## src/common/lpwm_cfg.svh

```systemverilog
// Purpose: Constants for the port PWM intensity generator.
// Assumes: One 250 MHz clock; registers are written over a byte port.
// Notes: Included by the package and the testbench; definitions only.
`ifndef LPWM_CFG_SVH
`define LPWM_CFG_SVH

// ****************************************
// Register map and reset values
// ****************************************
`define LPWM_ADDR_MASTER 8'h0e
`define LPWM_ADDR_IND_FIRST 8'h10
`define LPWM_ADDR_IND_LAST 8'h17
`define LPWM_MASTER_RST 8'h00
`define LPWM_IND_RST 8'hff
`define LPWM_RD_UNMAPPED 8'h00

// ****************************************
// Field layout
// ****************************************
`define LPWM_NIB_W 4
`define LPWM_MST_MSB 7
`define LPWM_MST_LSB 4
`define LPWM_GLB_MSB 3
`define LPWM_GLB_LSB 0
`define LPWM_NPORT 16
`define LPWM_NOUT 17
`define LPWM_NREG 8

// ****************************************
// Timing
// ****************************************
`define LPWM_STATIC_CODE 4'hf
`define LPWM_OFF_CODE 4'h0
`define LPWM_CYC_LAST 4'hf
`define LPWM_SLOT_LAST 4'he
`define LPWM_CLK_NS 4
`define LPWM_STEP_NS 31250
`define LPWM_STEP_CYC (`LPWM_STEP_NS / `LPWM_CLK_NS)
`define LPWM_DIV_W 16
`endif

```

## src/common/lpwm_pkg.sv

```systemverilog
// Purpose: Types shared by the port PWM intensity generator.
// Assumes: lpwm_cfg.svh holds the numeric constants.
// Notes: Write and read requests travel as packed structs.
`include "lpwm_cfg.svh"
package lpwm_pkg;
    // Register write request.
    typedef struct packed {
        logic en;
        logic [7:0] addr;
        logic [7:0] data;
    } lpwm_wr_t;
    // Register read request.
    typedef struct packed {
        logic en;
        logic [7:0] addr;
    } lpwm_rd_t;
endpackage

```

## src/core/lpwm_core.sv

```systemverilog
// Purpose: PWM intensity generator for sixteen open-drain port lines and
//          the extra output line.
// Assumes: Phase bits and the global select come from configuration
//          logic on the same clock; the serial protocol sits outside.
// Notes: Outputs are open drain, so only an output enable is driven.
// Functional notes
// - Master nibble zero: PWM off, every output static, global ignored.
// - Master nibble one to fifteen: PWM runs per intensity settings.
// - Global clear: each port line uses its own 4-bit setting; the extra line keeps the global nibble.
// - Individual setting fifteen: output static, no PWM.
// - Individual setting zero to fourteen: output modulated.
// - Global select applies to all outputs together, never a subset.
// - Global set: master register alone sets every output's intensity.
// - Individual registers ignored when PWM off or global selected.
// - Phase bit zero: low for n+1 sixteenths, else high impedance.
// - Phase bit one: high impedance n+1 sixteenths, else low.
// - Setting fifteen: static low for phase zero, released for one.
// - Period is 15 timeslots of 16 cycles, 240 steps, repeating.
// - Master value gates the setting during 1 to 15 timeslots.
// - Full-scale setting ignores master gating, follows phase bit.
// - Phase bit high releases the pin, low pulls it low.
`timescale 1ns/1ps
`default_nettype none
module lpwm_core
    import lpwm_pkg::*;
#(
    parameter logic [`LPWM_DIV_W-1:0] STEP_DIV =
        `LPWM_DIV_W'(`LPWM_STEP_CYC)
) (
    input wire logic clk,
    input wire logic nrst,
    input wire lpwm_wr_t wr,
    input wire lpwm_rd_t rd,
    output logic [7:0] rd_data,
    input wire logic global_select,
    input wire logic [`LPWM_NPORT-1:0] phase_output_bit,
    input wire logic extra_phase_bit,
    output logic [`LPWM_NPORT-1:0] port_line_out,
    output logic [`LPWM_NPORT-1:0] port_line_oe,
    output logic extra_output_line_out,
    output logic extra_output_line_oe
);
    // ****************************************
    // Registers
    // ****************************************
    logic [7:0] master;
    logic [7:0] ind [`LPWM_NREG];
    logic [`LPWM_NIB_W-1:0] master_nib;
    logic [`LPWM_NIB_W-1:0] global_nib;
    logic pwm_on;
    logic [`LPWM_NOUT-1:0] phase_all;
    logic [`LPWM_NOUT-1:0] oe_all;
    logic [`LPWM_NOUT-1:0] next_oe;

    assign master_nib = master[`LPWM_MST_MSB:`LPWM_MST_LSB];
    assign global_nib = master[`LPWM_GLB_MSB:`LPWM_GLB_LSB];
    assign phase_all = {extra_phase_bit, phase_output_bit};
    assign pwm_on = master_nib != `LPWM_OFF_CODE;

    // True when the address falls inside the individual register block.
    function automatic logic is_ind(input logic [7:0] a);
        is_ind = a >= `LPWM_ADDR_IND_FIRST && a <= `LPWM_ADDR_IND_LAST;
    endfunction

    // Write side: the master register and eight packed nibble pairs.
    always_ff @(posedge clk or negedge nrst) begin
        if (!nrst) begin
            master <= `LPWM_MASTER_RST;
        end else if (wr.en && wr.addr == `LPWM_ADDR_MASTER) begin
            master <= wr.data;
        end
    end

    always_ff @(posedge clk or negedge nrst) begin
        if (!nrst) begin
            for (int r = 0; r < `LPWM_NREG; r++) begin
                ind[r] <= `LPWM_IND_RST;
            end
        end else if (wr.en && is_ind(wr.addr)) begin
            ind[3'(wr.addr - `LPWM_ADDR_IND_FIRST)] <= wr.data;
        end
    end

    // Read back is registered so the data pins never glitch.
    always_ff @(posedge clk or negedge nrst) begin
        if (!nrst) begin
            rd_data <= `LPWM_RD_UNMAPPED;
        end else if (rd.en) begin
            if (rd.addr == `LPWM_ADDR_MASTER) begin
                rd_data <= master;
            end else if (is_ind(rd.addr)) begin
                rd_data <= ind[3'(rd.addr - `LPWM_ADDR_IND_FIRST)];
            end else begin
                rd_data <= `LPWM_RD_UNMAPPED;
            end
        end
    end

    // ****************************************
    // Step timebase
    // ****************************************
    logic [`LPWM_DIV_W-1:0] div;
    logic tick;
    logic [3:0] cyc;
    logic [3:0] slot;

    assign tick = div == STEP_DIV - `LPWM_DIV_W'(1);

    // The divider stands in for the slow oscillator; held idle when
    // PWM is off, which is where the power saving comes from.
    // stop when off
    always_ff @(posedge clk or negedge nrst) begin
        if (!nrst) begin
            div <= '0;
        end else if (!pwm_on || tick) begin
            div <= '0;
        end else begin
            div <= div + `LPWM_DIV_W'(1);
        end
    end

    always_ff @(posedge clk or negedge nrst) begin
        if (!nrst) begin
            cyc <= '0;
            slot <= '0;
        end else if (!pwm_on) begin
            cyc <= '0;
            slot <= '0;
        end else if (tick) begin
            cyc <= cyc + 4'h1;
            if (cyc == `LPWM_CYC_LAST) begin
                slot <= (slot == `LPWM_SLOT_LAST) ? 4'h0 : slot + 4'h1;
            end
        end
    end

    // ****************************************
    // Per-output waveform
    // ****************************************
    logic [`LPWM_NIB_W-1:0] setting [`LPWM_NOUT];

    genvar g;
    generate
        for (g = 0; g < `LPWM_NOUT; g++) begin : g_out
            logic in_gate;
            logic in_low;
            if (g == `LPWM_NPORT) begin : g_extra
                // The extra line always runs from the global nibble.
                assign setting[g] = global_nib;
            end else begin : g_port
                assign setting[g] = global_select ? global_nib :
                    ind[g/2][(g%2)*4 +: 4];
            end
            assign in_gate = slot < master_nib;
            assign in_low = phase_all[g] ? (cyc > setting[g])
                                         : (cyc <= setting[g]);
            // Static cases follow the phase bit; ungated slots release
            // the pin so the output is off outside the master window.
            // static level
            always_comb begin
                if (!pwm_on || setting[g] == `LPWM_STATIC_CODE) begin
                    next_oe[g] = !phase_all[g];
                end else begin
                    next_oe[g] = in_gate && in_low;
                end
            end
        end
    endgenerate

    // Registered drive keeps the pins glitch free across setting changes.
    always_ff @(posedge clk or negedge nrst) begin
        if (!nrst) begin
            oe_all <= '0;
        end else begin
            oe_all <= next_oe;
        end
    end

    // Open drain: the data level is always low, only the enable moves.
    assign port_line_oe = oe_all[`LPWM_NPORT-1:0];
    assign extra_output_line_oe = oe_all[`LPWM_NPORT];
    assign port_line_out = '0;
    assign extra_output_line_out = 1'b0;
endmodule
`default_nettype wire

```

## config.mk

```make
export PLATFORM = sky130hd
export DESIGN_NAME = lpwm_core
export DESIGN_NICKNAME = d
export VERILOG_FILES = /design/src/common/lpwm_pkg.sv /design/src/core/lpwm_core.sv
export VERILOG_INCLUDE_DIRS = /design/src /design/src/common
export SDC_FILE = /design/constraint.sdc
export NUM_CORES = 1
export LEC_CHECK = 0
export BUFFER_PORTS_ARGS = -buffer_cell sky130_fd_sc_hd__buf_2
export CORE_ASPECT_RATIO = 1.75
export CORE_MARGIN = 5
export CORE_UTILIZATION = 50
export DETAILED_ROUTE_END_ITERATION = 12
export PLACE_DENSITY = 0.7
export SETUP_SLACK_MARGIN = 0.5
export SLEW_MARGIN = 20
export SYNTH_ARGS = -nofsm -noshare
export SYNTH_HDL_FRONTEND = slang
export SYNTH_SLANG_ARGS = --single-unit
```

## constraint.sdc

```tcl
create_clock -name clk -period 2.5 [get_ports clk]
set_input_delay 0.25 -clock clk [delete_from_list [all_inputs] [get_ports clk]]
set_output_delay 0.25 -clock clk [all_outputs]
set_load 0.01 [all_outputs]
```

==> qor.yml <==
timing:
  skew_ns: 0.0134
  setup_viol: 0
  hold_viol: 0
  min_period_ns: 1.97
  whs_ns: 0.0338
  setup_tns_ns: 0
  fmax_mhz: 507
  worst_slew_pin_slew_ns: 0.725
  min_period_over_period_pct: 78.9
  rsz0062_at_grt: "yes"
  finalMaxSlewViolations: 0
  slew_headroom_pct: 51.7
  setup_ws_ns: 0.528
logic_synthesis:
  netlist_instances: 760
  yosys.area.top_type: "dfstp_2"
  yosys_warnings: 0
  synth_edf_count: 0
  async_reset_ff_share_pct: 100
  synth-seq-area-share_pct: 37.7
  netlist_area_um2: 8250
  syn_avg_cell_area_um2: 10.9
  synth.distinct_cells: 55
  yosysTopAreaCellShare_pct: 20.4
  ys_ff_latch: 121
  synthFlopType: "dfstp_2"
  ys_top_cells_by_area: "dfstp_2, dfrtp_1, ha_1"
routing:
  wl_per_cell_um: 20.7
  via_count: 6348
  first_iter_violations: 257
  vias_per_cell: 6.05
  routed_wl_um: 21700
  drtAntennaViolNets: 0
  dr.pass1.iters: 4
  drc: 0
power:
  p_leak_nw: 4.22
  combPwrFrac_pct: 15.4
  p_sw_mw: 1.57
  pwr-share-clk_pct: 45.1
  p_per_area_nw_per_um2: 577
  switching_share_pct: 28.4
  ir_worst_vdd_v: 0.000347
  power.internal_mw: 3.96
  p_seq_share_pct: 39.5
  power_mw: 5.53
die:
  die_h_um: 180
  dieArea_um2: 19300
  io_pins: 88
  die_w_um: 107
  core_um2: 16300
  start_util_pct: 50.7
  rows: 62
setup_path:
  crit_arrival_ns: 2.30
  crit_fanout: 20
  end_kind: "flop"
  worst_setup_path_start_kind: "flop"
  worstSetupPathType: "flop to flop"
  critPathRequiredTime_ns: 2.82
placed_design:
  port_buffers: 70
  globalplace.congestion: 0.860
  dp_slack_ns: 0.268
  dp.final_hpwl_um: 16100
  dp.cells: 1014
cts:
  numCtsBuffers: 17
  clk_pin_slew_ns: 0.06
  cts_tree: "done"
  cts_root_buf: "clkbuf_16"
  htree_levels: 4
  clock_latency_ns: 0.42
  clk_path_buf_depth: 2
  clock_sinks: 121
finish:
  synthToLayoutAreaGrowth_pct: 16.1
  multi_input_area_um2: 4940
  diodes: 0
  final_cell_mix: "ha_1, a21oi_1, mux2_2, buf_2, dfstp_2"
  drive_gt1_share_pct: 35.5
  final_common_cell: "ha_1"
  layout.cells.non_filler: 1050
  seq_area_um2: 3120
  nets: 966
  fillerInstances: 1380
grt:
  gr-total-overflow: 0
  grt_start_max_net_pins: 53
  grt_usage_pct: 23.2
  grt_pass1_wl_um: 35300
  antenna_found_initial: 0
  grt_pass1_vias: 6527
worst_hold_path:
  hold_class: "input port to flop"
run_status:
  run_status: "completed"
job:
  maxCapViolations: 0
==> cell type report <==
type	instances	area share, %
well taps	192	2.51
multi-input cells	595	51.6
clock buffers	18	4.48
repair buffers	97	6.69
flip-flops and latches	121	32.5
inverters	13	0.509
clock inverters	14	1.70
==> metal layers <==
| metal | GRT usage [%] | vias to the layer above | share of wire, % |
|---|---|---|---|
| li1 | - | 2976 | - |
| met1 | 28.2 | 3187 | 41 |
| met2 | 41.9 | 157 | 54 |
| met3 | 3.52 | 28 | 3.6 |
| met4 | 6.76 | 0 | 1.6 |
| met5 | 0 | - | 0 |
==> logic make-up (layout without fill, tap and decap cells) <==
logic type,Yosys count,in the layout,share of synthesized area (%)
AND/OR/NAND/NOR,192,192,14.1
AO/OA/AOI/OAI,149,149,10.4
multiplexers,146,146,20.9
flip-flops,121,121,37.7
adder cells (fa/ha/maj),75,75,11.4
buffers and inverters,60,142,3.70
XOR/XNOR,16,16,1.70
other,1,17,0.0454
==> cell usage after synthesis (3+ instances only) <==
| master | number |
|---|---|
| o211ai_1 | 17 |
| xor2_1 | 9 |
| mux2i_1 | 60 |
| buf_1 | 4 |
| inv_1 | 13 |
| xnor2_1 | 7 |
| ha_1 | 75 |
| nand4_1 | 19 |
| dfstp_2 | 64 |
| clkbuf_1 | 13 |
| buf_2 | 13 |
| o21a_1 | 16 |
| nor2_1 | 41 |
| and3_1 | 5 |
| mux2_2 | 72 |
| nor3_1 | 5 |
| nor4b_1 | 3 |
| buf_4 | 17 |
| mux4_2 | 14 |
| o21ai_0 | 32 |
| dfrtp_1 | 57 |
| nor2b_1 | 26 |
| nand2b_1 | 16 |
| nand3_1 | 7 |
| nand2_1 | 26 |
| a21oi_1 | 74 |
| and4_1 | 23 |
==> worst paths after layout <==
check,start,cells past startpoint,to,slack [ns]
min in group asynchronous,nrst,2,oe_all[12],0.44
worst min-delay path,phase_output_bit[12],2,oe_all[12],0.03
worst max-delay path,master[1],7,oe_all[7],0.53
max in group asynchronous,nrst,3,ind[63],1.35
worst max register to register,master[1],7,oe_all[7],0.53
worst min register to register,div[0],1,div[0],0.50
==> flip-flops by register name, indices dropped and copies added (netlist names) <==
signal	flops
cyc	4
div	16
ind	64
master	8
oe_all	17
rd_data	8
slot	4
==> what timing repair did <==
action,4_1_cts,5_1_grt
gates resized for setup,5,12
cloned,0,0
pin swaps,1,1
buffers inserted,3,0
endpoints found under the setup margin,34,22
hold endpoints to repair,21,0
hold buffers,1,0
==> critical path, stage by stage, from the launching register on <==
cell	delay [ns]
dfrtp_4	0.60
mux2i_1	0.27
ha_1	0.28
nor2b_1	0.13
o211ai_1	0.15
a21oi_1	0.11
o21a_1	0.17
o21ai_0	0.16
==> power groups by stage <==
stage                     clock, mW  sequential, mW  combinational (mW)
after detailed placement          0            2.21               0.832
after floorplan                   0            2.19               0.537
final                          2.50            2.18               0.851
after CTS                      2.52            2.18               0.844
after global placement            0            2.21               0.814
after global routing           2.63            2.20               0.938
==> through the flow <==
| stage | util (%) | area [um^2] |
|---|---|---|
| global route | 58.8 | 9580 |
| floorplan | - | 8310 |
| CTS | 58.5 | 9540 |
| detailed placement | 54.7 | 8900 |
| global placement | 54.7 | 8900 |
| finish | 58.8 | 9580 |
Note: power is estimated with default switching activity, not from simulation.
